**src/design/acs_pkg.sv**
```systemverilog
// acs_pkg: constants, register map and carrier types of the conversion sequencer.
// assumes a 32-bit classic wishbone slave on a 50 MHz clock and a synchronous analog macro.
// Functional notes
// - software mode: start on software request only
// - hardware no-wait: trigger starts conversion, powered already
// - hardware wait: power on trigger, wait, convert
// - select mode converts one chosen channel
// - scan mode converts four ascending channels
// - one-shot: one pass per trigger, then standby
// - sequential: repeat until software clears request
// - sampling length programmable, default 13.5 clocks
// - conversion length never below 31.5 clocks
// - each conversion yields a 12-bit result
// - fifteen external inputs numbered from zero
// - internal reference and temperature sensor selectable
// - self-test converts both reference levels too
package acs_pkg;

  // register byte offsets
  localparam logic [5:0] OFS_CTRL   = 6'h00;  // mode and request bits
  localparam logic [5:0] OFS_CHSEL  = 6'h04;  // channel code or scan base
  localparam logic [5:0] OFS_SAMP   = 6'h08;  // sampling length, half clocks
  localparam logic [5:0] OFS_CONV   = 6'h0C;  // conversion length, half clocks
  localparam logic [5:0] OFS_RESULT = 6'h10;  // last result with its channel
  localparam logic [5:0] OFS_STATUS = 6'h14;  // sticky events, write one clears
  localparam logic [5:0] OFS_MASK   = 6'h18;  // interrupt enables
  localparam logic [5:0] OFS_STATE  = 6'h1C;  // live sequencer state

  // trigger modes; the unused code behaves as software mode
  localparam logic [1:0] TRIG_SW     = 2'h0;
  localparam logic [1:0] TRIG_HW_NOW = 2'h1;
  localparam logic [1:0] TRIG_HW_WT  = 2'h2;

  // channel codes
  localparam int         CH_W        = 5;
  localparam int         RES_W       = 12;
  localparam logic [4:0] CH_EXT_LAST = 5'h0E;  // fifteen external inputs, 0 to 14
  localparam logic [4:0] CH_TEMP     = 5'h10;  // temperature sensor
  localparam logic [4:0] CH_VREF     = 5'h11;  // internal 1.45 V reference
  localparam logic [4:0] CH_REFP     = 5'h12;  // positive reference, self-test
  localparam logic [4:0] CH_REFN     = 5'h13;  // negative reference, self-test
  localparam logic [1:0] SCAN_LAST   = 2'h3;   // four channels per scan pass
  localparam logic [3:0] SCAN_BMAX   = 4'hB;   // highest base keeping four inside 0..14

  // phase lengths in half converter clocks
  localparam logic [7:0] SAMP_DEF = 8'h1B;  // 13.5 clocks
  localparam logic [7:0] SAMP_MIN = 8'h01;
  localparam logic [7:0] CONV_MIN = 8'h3F;  // 31.5 clocks

  // timing
  localparam int CLK_NS  = 20;
  localparam int STAB_NS = 1000;  // analog stabilisation wait
  localparam int STAB_CYC = (STAB_NS + CLK_NS - 1) / CLK_NS;
  localparam int CNT_W   = 12;

  // status and mask bits
  localparam int IRQ_W    = 3;
  localparam int IRQ_EOC  = 0;  // one channel converted
  localparam int IRQ_PASS = 1;  // a whole pass finished
  localparam int IRQ_OVR  = 2;  // trigger arrived while busy

  localparam int TRIG_N = 4;

  // control register layout, bit 0 is run
  typedef struct packed {
    logic [1:0] trig_sel;   // which hardware trigger input
    logic       seq;        // sequential when set, else one-shot
    logic       scan;       // scan when set, else select
    logic [1:0] trig_mode;  // trigger mode code
    logic       run;        // operation request
  } acs_ctrl_type;

  localparam acs_ctrl_type CTRL_RST = 7'h00;

  // controls toward the analog macro
  typedef struct packed {
    logic            pwr;      // analog section powered
    logic            sample;   // sampling switch closed
    logic            convert;  // conversion running
    logic [CH_W-1:0] chan;     // multiplexer code
  } acs_ana_type;

endpackage : acs_pkg

```
**src/design/acs_sequencer.sv**
```systemverilog
// acs_sequencer: control logic of the 12-bit converter with a wishbone register file.
// assumes a synchronous analog macro whose result is valid at the end of conversion.
`timescale 1ns/10ps
module acs_sequencer #(
  parameter int STAB_CYCLES = acs_pkg::STAB_CYC  // stabilisation wait in clocks
) (
  input  wire logic                     clk_i,
  input  wire logic                     rst_i,
  // classic wishbone slave
  input  wire logic                     wb_cyc_i,
  input  wire logic                     wb_stb_i,
  input  wire logic                     wb_we_i,
  input  wire logic [5:0]               wb_adr_i,
  input  wire logic [3:0]               wb_sel_i,
  input  wire logic [31:0]              wb_dat_i,
  output logic      [31:0]              wb_dat_o,
  output logic                          wb_ack_o,
  // hardware trigger sources, asynchronous
  input  wire logic [acs_pkg::TRIG_N-1:0] hw_trig_i,
  // analog macro
  input  wire logic [acs_pkg::RES_W-1:0] adc_data_i,
  output acs_pkg::acs_ana_type          ana_o,
  // interrupt, level
  output logic                          irq_o
);

  typedef enum logic [1:0] {
    ST_IDLE,
    ST_PWRUP,
    ST_SAMPLE,
    ST_CONVERT
  } acs_state_type;

  acs_state_type         state_r;    // sequencer state
  acs_state_type         state_nxt;
  acs_pkg::acs_ctrl_type ctrl_r;     // mode register
  logic [acs_pkg::CH_W-1:0] chsel_r; // channel code or scan base
  logic [7:0]            samp_r;     // sampling half clocks
  logic [7:0]            conv_r;     // conversion half clocks
  logic [acs_pkg::RES_W-1:0] res_r;  // last result
  logic [acs_pkg::CH_W-1:0] res_ch_r; // channel of last result
  logic [acs_pkg::IRQ_W-1:0] sts_r;  // sticky events
  logic [acs_pkg::IRQ_W-1:0] mask_r; // interrupt enables
  logic [acs_pkg::CNT_W-1:0] cnt_r;  // phase down-counter
  logic [1:0]            idx_r;      // position in scan pass
  logic [acs_pkg::TRIG_N-1:0] trig_rise; // synchronised edges

  logic                  wr_req;     // a write strobe this cycle
  logic                  rd_req;     // a read strobe this cycle
  logic [31:0]           wmask;      // byte lanes as bit mask
  logic [31:0]           rd_val;     // read mux
  logic                  trig_evt;   // selected trigger edge
  logic                  start_go;   // begin a pass from idle
  logic                  phase_end;  // counter reached zero
  logic                  chan_done;  // one conversion completes
  logic                  pass_done;  // last channel of the pass completes
  logic                  restart;    // sequential mode goes round again
  logic                  hw_mode;    // one of the hardware modes
  logic [3:0]            scan_base;  // clamped scan start
  logic [acs_pkg::CH_W-1:0] cur_ch;  // channel now on the multiplexer
  logic [acs_pkg::CNT_W-1:0] samp_cyc; // sampling clocks, rounded up
  logic [acs_pkg::CNT_W-1:0] conv_cyc; // conversion clocks, rounded up
  logic [acs_pkg::IRQ_W-1:0] sts_set; // events this cycle
  logic [1:0]            idx_nxt;    // scan position after this edge
  logic [acs_pkg::CH_W-1:0] chan_nxt; // channel the mux shows after this edge

  // trigger synchronisers live in the leaf so no logic reads a first stage
  acs_trig_sync #(
    .N (acs_pkg::TRIG_N)
  ) u_sync (
    .clk_i  (clk_i),
    .rst_i  (rst_i),
    .trig_i (hw_trig_i),
    .rise_o (trig_rise)
  );

  // bus strobes; ack is one clock after the strobe and drops the next
  assign wr_req = wb_cyc_i & wb_stb_i & ~wb_ack_o & wb_we_i;
  assign rd_req = wb_cyc_i & wb_stb_i & ~wb_ack_o & ~wb_we_i;
  assign wmask  = {{8{wb_sel_i[3]}}, {8{wb_sel_i[2]}}, {8{wb_sel_i[1]}}, {8{wb_sel_i[0]}}};

  // merge write data into an old value through the byte lanes
  function automatic logic [31:0] merge(input logic [31:0] old);
    merge = (old & ~wmask) | (wb_dat_i & wmask);
  endfunction : merge

  // half clocks to whole clocks, rounded up so no phase runs short
  assign samp_cyc = acs_pkg::CNT_W'((samp_r + 9'h001) >> 1);
  assign conv_cyc = acs_pkg::CNT_W'((conv_r + 9'h001) >> 1);

  // unused trigger code falls back to software so every setting is legal
  assign hw_mode  = (ctrl_r.trig_mode == acs_pkg::TRIG_HW_NOW) |
                    (ctrl_r.trig_mode == acs_pkg::TRIG_HW_WT);
  assign trig_evt = hw_mode & trig_rise[ctrl_r.trig_sel];

  // software mode needs only the request; hardware modes need an edge too
  assign start_go = ctrl_r.run & (hw_mode ? trig_evt : 1'b1);

  // scan base is kept low enough that four channels stay external
  assign scan_base = (chsel_r[3:0] > acs_pkg::SCAN_BMAX) ? acs_pkg::SCAN_BMAX :
                     chsel_r[3:0];
  // select mode passes any code, external or internal, straight to the mux
  assign cur_ch = ctrl_r.scan ? {1'b0, scan_base + {2'b00, idx_r}} :
                  chsel_r;
  // the mux must already show the coming channel when its sampling phase opens,
  // otherwise the first sampling clock of each scan step sees the old input
  assign idx_nxt  = (state_nxt == ST_IDLE || pass_done) ? 2'h0 :
                    chan_done ? idx_r + 2'h1 : idx_r;
  assign chan_nxt = ctrl_r.scan ? {1'b0, scan_base + {2'b00, idx_nxt}} : chsel_r;

  assign phase_end = (cnt_r == '0);
  assign chan_done = (state_r == ST_CONVERT) & phase_end;
  assign pass_done = chan_done & (~ctrl_r.scan | (idx_r == acs_pkg::SCAN_LAST));
  assign restart   = pass_done & ctrl_r.seq & ctrl_r.run;

  // next state; clearing the request aborts at once
  always_comb begin
    state_nxt = state_r;
    unique case (state_r)
      ST_IDLE: begin
        if (start_go) begin
          if (ctrl_r.trig_mode == acs_pkg::TRIG_HW_WT) begin
            state_nxt = ST_PWRUP;
          end else begin
            state_nxt = ST_SAMPLE;
          end
        end
      end
      ST_PWRUP: begin
        if (!ctrl_r.run) begin
          state_nxt = ST_IDLE;
        end else if (phase_end) begin
          state_nxt = ST_SAMPLE;
        end
      end
      ST_SAMPLE: begin
        if (!ctrl_r.run) begin
          state_nxt = ST_IDLE;
        end else if (phase_end) begin
          state_nxt = ST_CONVERT;
        end
      end
      ST_CONVERT: begin
        if (!ctrl_r.run) begin
          state_nxt = ST_IDLE;
        end else if (chan_done) begin
          // more channels or another round, else back to standby
          if (!pass_done || restart) begin
            state_nxt = ST_SAMPLE;
          end else begin
            state_nxt = ST_IDLE;
          end
        end
      end
    endcase
  end

  // state register
  always_ff @(posedge clk_i) begin
    if (rst_i) begin
      state_r <= ST_IDLE;
    end else begin
      state_r <= state_nxt;
    end
  end

  // phase counter, loaded on each entry into a timed state
  always_ff @(posedge clk_i) begin
    if (rst_i) begin
      cnt_r <= '0;
    end else if (state_nxt == ST_PWRUP && state_r != ST_PWRUP) begin
      cnt_r <= acs_pkg::CNT_W'(STAB_CYCLES - 1);
    end else if (state_nxt == ST_SAMPLE && state_r != ST_SAMPLE) begin
      cnt_r <= samp_cyc - 1'b1;
    end else if (state_nxt == ST_CONVERT && state_r != ST_CONVERT) begin
      cnt_r <= conv_cyc - 1'b1;
    end else if (!phase_end) begin
      cnt_r <= cnt_r - 1'b1;
    end
  end

  // scan position: steps per channel, wraps at the end of a pass
  always_ff @(posedge clk_i) begin
    if (rst_i) begin
      idx_r <= '0;
    end else begin
      idx_r <= idx_nxt;
    end
  end

  // result capture at the end of each conversion
  always_ff @(posedge clk_i) begin
    if (rst_i) begin
      res_r    <= '0;
      res_ch_r <= '0;
    end else if (chan_done && ctrl_r.run) begin
      res_r    <= adc_data_i;
      res_ch_r <= cur_ch;
    end
  end

  // control register; a one-shot software pass drops the request itself,
  // but a software write in the same cycle overrides that clear
  always_ff @(posedge clk_i) begin
    if (rst_i) begin
      ctrl_r <= acs_pkg::CTRL_RST;
    end else if (wr_req && wb_adr_i == acs_pkg::OFS_CTRL) begin
      ctrl_r <= acs_pkg::acs_ctrl_type'(merge(32'({ctrl_r})));
    end else if (pass_done && !ctrl_r.seq && !hw_mode) begin
      ctrl_r.run <= 1'b0;
    end
  end

  // channel and timing registers; conversion length is floored
  always_ff @(posedge clk_i) begin
    if (rst_i) begin
      chsel_r <= '0;
      samp_r  <= acs_pkg::SAMP_DEF;
      conv_r  <= acs_pkg::CONV_MIN;
    end else if (wr_req) begin
      if (wb_adr_i == acs_pkg::OFS_CHSEL) begin
        chsel_r <= acs_pkg::CH_W'(merge(32'(chsel_r)));
      end
      if (wb_adr_i == acs_pkg::OFS_SAMP) begin
        // a zero length would wrap the counter and hold the sampling phase for 4096 clocks
        if (merge(32'(samp_r)) < 32'(acs_pkg::SAMP_MIN)) begin
          samp_r <= acs_pkg::SAMP_MIN;
        end else begin
          samp_r <= 8'(merge(32'(samp_r)));
        end
      end
      if (wb_adr_i == acs_pkg::OFS_CONV) begin
        if (8'(merge(32'(conv_r))) < acs_pkg::CONV_MIN) begin
          conv_r <= acs_pkg::CONV_MIN;
        end else begin
          conv_r <= 8'(merge(32'(conv_r)));
        end
      end
    end
  end

  // event sources for the sticky status
  always_comb begin
    sts_set                    = '0;
    sts_set[acs_pkg::IRQ_EOC]  = chan_done & ctrl_r.run;
    sts_set[acs_pkg::IRQ_PASS] = pass_done & ctrl_r.run;
    // a trigger while a pass runs is dropped; this makes it visible
    sts_set[acs_pkg::IRQ_OVR]  = trig_evt & (state_r != ST_IDLE);
  end

  // sticky status, write one clears, a new event wins over its clear
  always_ff @(posedge clk_i) begin
    if (rst_i) begin
      sts_r <= '0;
    end else if (wr_req && wb_adr_i == acs_pkg::OFS_STATUS) begin
      sts_r <= (sts_r & ~acs_pkg::IRQ_W'(wb_dat_i & wmask)) | sts_set;
    end else begin
      sts_r <= sts_r | sts_set;
    end
  end

  // interrupt mask
  always_ff @(posedge clk_i) begin
    if (rst_i) begin
      mask_r <= '0;
    end else if (wr_req && wb_adr_i == acs_pkg::OFS_MASK) begin
      mask_r <= acs_pkg::IRQ_W'(merge(32'(mask_r)));
    end
  end

  // interrupt level, registered so it lags the status by one clock
  always_ff @(posedge clk_i) begin
    if (rst_i) begin
      irq_o <= 1'b0;
    end else begin
      irq_o <= |(sts_r & mask_r);
    end
  end

  // analog controls, registered from the next state so they align with it
  always_ff @(posedge clk_i) begin
    if (rst_i) begin
      ana_o <= '0;
    end else begin
      // wait mode keeps the analog section off while idle
      ana_o.pwr     <= (state_nxt != ST_IDLE) |
                       (ctrl_r.run & (ctrl_r.trig_mode != acs_pkg::TRIG_HW_WT));
      ana_o.sample  <= (state_nxt == ST_SAMPLE);
      ana_o.convert <= (state_nxt == ST_CONVERT);
      ana_o.chan    <= chan_nxt;
    end
  end

  // read mux; unmapped offsets read zero
  always_comb begin
    rd_val = '0;
    unique case (wb_adr_i)
      acs_pkg::OFS_CTRL:   rd_val = 32'({ctrl_r});
      acs_pkg::OFS_CHSEL:  rd_val = 32'(chsel_r);
      acs_pkg::OFS_SAMP:   rd_val = 32'(samp_r);
      acs_pkg::OFS_CONV:   rd_val = 32'(conv_r);
      acs_pkg::OFS_RESULT: rd_val = {11'h000, res_ch_r, 4'h0, res_r};
      acs_pkg::OFS_STATUS: rd_val = 32'(sts_r);
      acs_pkg::OFS_MASK:   rd_val = 32'(mask_r);
      acs_pkg::OFS_STATE:  rd_val = {19'h00000, cur_ch, 2'h0, idx_r,
                                     ana_o.pwr, 1'b0, state_r};
      default:             rd_val = '0;
    endcase
  end

  // bus answer, one clock after the strobe, every address acknowledged
  always_ff @(posedge clk_i) begin
    if (rst_i) begin
      wb_ack_o <= 1'b0;
      wb_dat_o <= '0;
    end else begin
      wb_ack_o <= wr_req | rd_req;
      if (rd_req) begin
        wb_dat_o <= rd_val;
      end
    end
  end

endmodule : acs_sequencer

```
**src/design/acs_trig_sync.sv**
```systemverilog
// acs_trig_sync: two-stage synchronisers and rising-edge pulses for trigger inputs.
// assumes triggers are asynchronous levels held at least two clocks.
`timescale 1ns/10ps
module acs_trig_sync #(
  parameter int N = 4
) (
  input  wire logic         clk_i,
  input  wire logic         rst_i,
  input  wire logic [N-1:0] trig_i,
  output logic      [N-1:0] rise_o
);

  logic [N-1:0] meta_r;  // first stage, read only by the second
  logic [N-1:0] sync_r;  // settled level
  logic [N-1:0] old_r;   // previous settled level

  genvar g;
  generate
    for (g = 0; g < N; g++) begin : g_bit
      // synchroniser chain and edge pulse per input
      always_ff @(posedge clk_i) begin
        if (rst_i) begin
          meta_r[g] <= 1'b0;
          sync_r[g] <= 1'b0;
          old_r[g]  <= 1'b0;
          rise_o[g] <= 1'b0;
        end else begin
          meta_r[g] <= trig_i[g];
          sync_r[g] <= meta_r[g];
          old_r[g]  <= sync_r[g];
          rise_o[g] <= sync_r[g] & ~old_r[g];
        end
      end
    end
  endgenerate

endmodule : acs_trig_sync

```
**config.mk**
```make
export PLATFORM = sky130hd
export DESIGN_NAME = acs_sequencer
export DESIGN_NICKNAME = d
export VERILOG_FILES = /design/src/design/acs_pkg.sv /design/src/design/acs_sequencer.sv /design/src/design/acs_trig_sync.sv
export SDC_FILE = /design/constraint.sdc
export NUM_CORES = 1
export LEC_CHECK = 0
export ABC_CLOCK_PERIOD_IN_PS = 8930
export BUFFER_PORTS_ARGS = -buffer_cell sky130_fd_sc_hd__buf_2
export CAP_MARGIN = 20
export CORE_UTILIZATION = 45
export CTS_BUF_LIST = sky130_fd_sc_hd__clkbuf_8
export DETAILED_ROUTE_END_ITERATION = 10
export GPL_TIMING_DRIVEN = 0
export PLACE_DENSITY = 0.73
export RECOVER_POWER = 25
export SLEW_MARGIN = 20
export SYNTH_ARGS = -nofsm -noshare
export SYNTH_HDL_FRONTEND = slang
export SYNTH_SLANG_ARGS = --single-unit
```
**constraint.sdc**
```tcl
create_clock -name clk_i -period 8.93 [get_ports clk_i]
set_input_delay 0.893 -clock clk_i [delete_from_list [all_inputs] [get_ports clk_i]]
set_output_delay 0.893 -clock clk_i [all_outputs]
set_load 0.01 [all_outputs]
```
==> results.py <==
metrics = {
    "sta": {
        "post-route-period-util_pct": 36.5,
        "worst-slew-pin-transition_ns": 0.764,
        "relative_slew_margins_pct": 48.6,
        "clock_skew_ns": 0.0153,
        "setup_viol_count_final": 0,
        "final_hold_violations": 0,
        "achievable-frequency_mhz": 307,
        "layout_min_cycle_time_ns": 3.26,
        "grt_setup_unrepaired": "no",
        "fin_tns_setup_ns": 0,
        "timing_max_transition_violations_final": 0,
        "worst_hold_slack_ns": 0.390,
    },
    "finish": {
        "area.sequential_um2": 2220,
        "area.growth.synth_to_final_pct": 14.7,
        "fillerInstances": 1276,
        "antenna_cells": 0,
        "multi_input_gate_area_in_the_final_layout_um2": 3450,
        "final_area_um2": 6920,
        "fraction_of_final_layout_cells_with_drive_strength_greater_than_1_pct": 17.1,
        "finish.net_count": 926,
        "post-route-util_pct": 54.0,
    },
    "detailed_routing": {
        "route.vias.total": 5791,
        "remaining_drc_errors": 0,
        "dr.pass1.iters": 6,
        "total_detailed_routing_wirelength_mm": 16.8,
        "wl_per_cell_um": 16.3,
        "viasPerCell": 5.64,
        "detail-route-antenna-nets": 0,
        "initialDrtViolationCount": 659,
    },
    "worst_setup_path": {
        "path_cells": "nor4_1, and4_1, buf_2, a31oi_1, o22a_1, o21bai_1, nor2_1, ha_1, fa_1, o21ai_0, nand2_1, a21oi_1",
        "critPathTopFamily": "simple AND/OR/NAND/NOR gates",
        "cp_num_cells": 12,
        "crit_end": "ana_o[2]",
        "worst_ep_arrival_time_ns": 3.60,
        "crit_buf_inv": 1,
        "worst_r2r_endpoint": "ana_o[2]",
        "worstSetupEndpointType": "flip-flop",
        "worstSetupPathType": "reg -> reg",
        "cp-startpoint": "cnt_r[6]",
        "critPathMaxStageDelay_ns": 0.69,
        "r2r_start": "cnt_r[6]",
        "crit_slowest_cell": "sky130_fd_sc_hd__nor4_1",
        "start_kind": "flip-flop",
        "worst-r2r-cell-count": 12,
        "rrSetupSlack_ns": 5.67,
        "required_time_of_the_critical_path_ns": 9.27,
        "crit_path_max_fanout": 7,
    },
    "floorplanning": {
        "design.die.area_um2": 13900,
        "floorplan.io_pins": 105,
        "design.core.area_um2": 12800,
        "row_count": 41,
        "die-width_um": 118,
        "die-height_um": 118,
        "start_util_pct": 47.1,
    },
    "synthesis": {
        "synth_enable_flop_cells": 0,
        "synthesis.area_per_instance_um2": 8.19,
        "netlist_top_cells_area": "sky130_fd_sc_hd__dfxtp_1 37%, sky130_fd_sc_hd__a21oi_1 5.4%, sky130_fd_sc_hd__nand2_1 5.3%",
        "yosysTopAreaCellShare_pct": 36.8,
        "seq_total_area_yosys_pct": 36.8,
        "post_synth_most_frequent_cells": "111 x sky130_fd_sc_hd__dfxtp_1, 85 x sky130_fd_sc_hd__nand2_1, 65 x sky130_fd_sc_hd__a21oi_1",
        "yosysWarnings": 0,
        "synth.ff_latch_count": 111,
        "post-synth-top-count-cell": "sky130_fd_sc_hd__dfxtp_1",
        "syn_area_um2": 6040,
        "synth_area_leader_cell": "sky130_fd_sc_hd__dfxtp_1",
        "primary_flip_flop_cell_chosen_by_synthesis_mapping": "sky130_fd_sc_hd__dfxtp_1",
        "post_synth_inst_count": 737,
        "ys_async_sr_fraction_pct": 0,
        "yosys.cell_types.count": 73,
    },
    "grt": {
        "global_route_usage_over_all_layers_pct": 24.8,
        "grt_max_degree": 23,
        "first_pass_grt_wire_length_mm": 27.5,
        "grt_overflow": 0,
        "grt_pass1_vias": 5298,
        "initial_antenna_violation_count": 0,
    },
    "placed_design": {
        "dp_hpwl_mm": 12.6,
        "port-buffer-count": 88,
        "placedInstanceArea_um2": 6740,
        "gp_congestion": 0.962,
    },
    "clock_network": {
        "cts.reportedPaths.clkPinSlew_ns": 0.12,
        "clock_insertion_delay_worst_skew_ns": 0.41,
        "ctsResizeCount": 0,
        "clock_tree.htree_level_count": 3,
        "cts_root_buffer": "sky130_fd_sc_hd__clkbuf_8",
        "tritoncts": "done",
        "cts.hold.buffers_added": 0,
        "cts_buffers": 9,
        "clock_sinks": 111,
        "post_cts.repair.setup_buffers": 0,
        "clock_path_buffers": 2,
    },
    "min_path": {
        "path_class_of_the_lowest_slack_min_delay_path": "reg -> reg",
        "worstHoldPathCells": 1,
        "min_from": "u_sync.old_r[2]",
    },
    "pwr": {
        "ir_drop_v": 0.000142,
        "p_per_area_nw_per_um2": 159,
        "leakage_nw": 2.60,
    },
    "outcome": {
        "status": "complete, no violations",
    },
    "flow_run": {
        "max_cap_violations": 0,
    },
}
layout by cell type, fill, tap and decap left out, drive strengths merged, types with 16 or more instances in the layout:
cell    netlist  layout
a22oi        24      24
nand3        35      35
xnor2        21      21
dfxtp       111     111
buf          39     110
nand2        85      85
inv          14      17
a21oi        66      66
clkbuf       30      56
nor3         16      16
nor2         59      59
nor2b        26      26
stage by stage:
step           instances  total power [mW]  worst slack [ns]
3_5_place_dp        1010             0.796              5.73
5_1_grt             1026              1.16              5.22
3_3_place_gp        1010             0.793              5.77
4_1_cts             1026              1.10              5.71
6_report            1026              1.10              5.67
2_1_floorplan        750             0.734              6.05
layer usage:
metal  share of wire (%)  routed length (um)  global-route usage [%]  up-vias
met1                  45                7610                    33.7     2669
li1                    -                   -                       -     2849
met4                 2.3                 382                    9.46        0
met5                   0                   0                       0        -
met3                 6.9                1160                    4.70       34
met2                  45                7600                    38.6      239
how the worst min path moves through the flow:
stage and to:
4_1_cts u_sync.rise_o[3], 2_1_floorplan u_sync.rise_o[0], 3_3_place_gp u_sync.rise_o[0], 3_5_place_dp u_sync.rise_o[3]
5_1_grt u_sync.rise_o[0], 6_report u_sync.rise_o[2]
power breakdown:
part	leakage, nW	internal, mW	total, mW	switching (mW)
logic	1.60	0.110	0.251	0.140
registers	0.899	0.517	0.541	0.0236
clock network	0.0994	0.112	0.312	0.201
total	2.60	0.739	1.10	0.365
logic make-up after synthesis:
logic type,after synthesis,share of synthesized area [%]
other,1,0.0621
muxes,13,2.18
buffers and inverters,83,6.82
xor gates and xnor gates,32,4.64
and+or+nand+nor,303,26.4
DFF,111,36.8
adders and majority gates,14,3.15
AOI/OAI and AO/OA,180,19.9
worst register-to-register path, stage by stage (launching register included):
cell	delay, ns
sky130_fd_sc_hd__dfxtp_1	0.35
sky130_fd_sc_hd__nor4_1	0.69
sky130_fd_sc_hd__and4_1	0.30
sky130_fd_sc_hd__buf_2	0.17
sky130_fd_sc_hd__a31oi_1	0.10
sky130_fd_sc_hd__o22a_1	0.25
sky130_fd_sc_hd__o21bai_1	0.27
sky130_fd_sc_hd__nor2_1	0.09
sky130_fd_sc_hd__ha_1	0.23
sky130_fd_sc_hd__fa_1	0.38
sky130_fd_sc_hd__o21ai_0	0.16
sky130_fd_sc_hd__nand2_1	0.08
sky130_fd_sc_hd__a21oi_1	0.13
final cells by class:
class | instances | area share [%]
flip-flops and latches | 111 | 32.1
clock inverters | 7 | 1.16
well taps | 172 | 3.11
inverters | 14 | 0.759
multi-input cells | 556 | 49.9
plain buffers | 69 | 5.19
repair buffers | 88 | 6.05
clock buffers | 9 | 1.79
(Power assumes the default switching activity.)
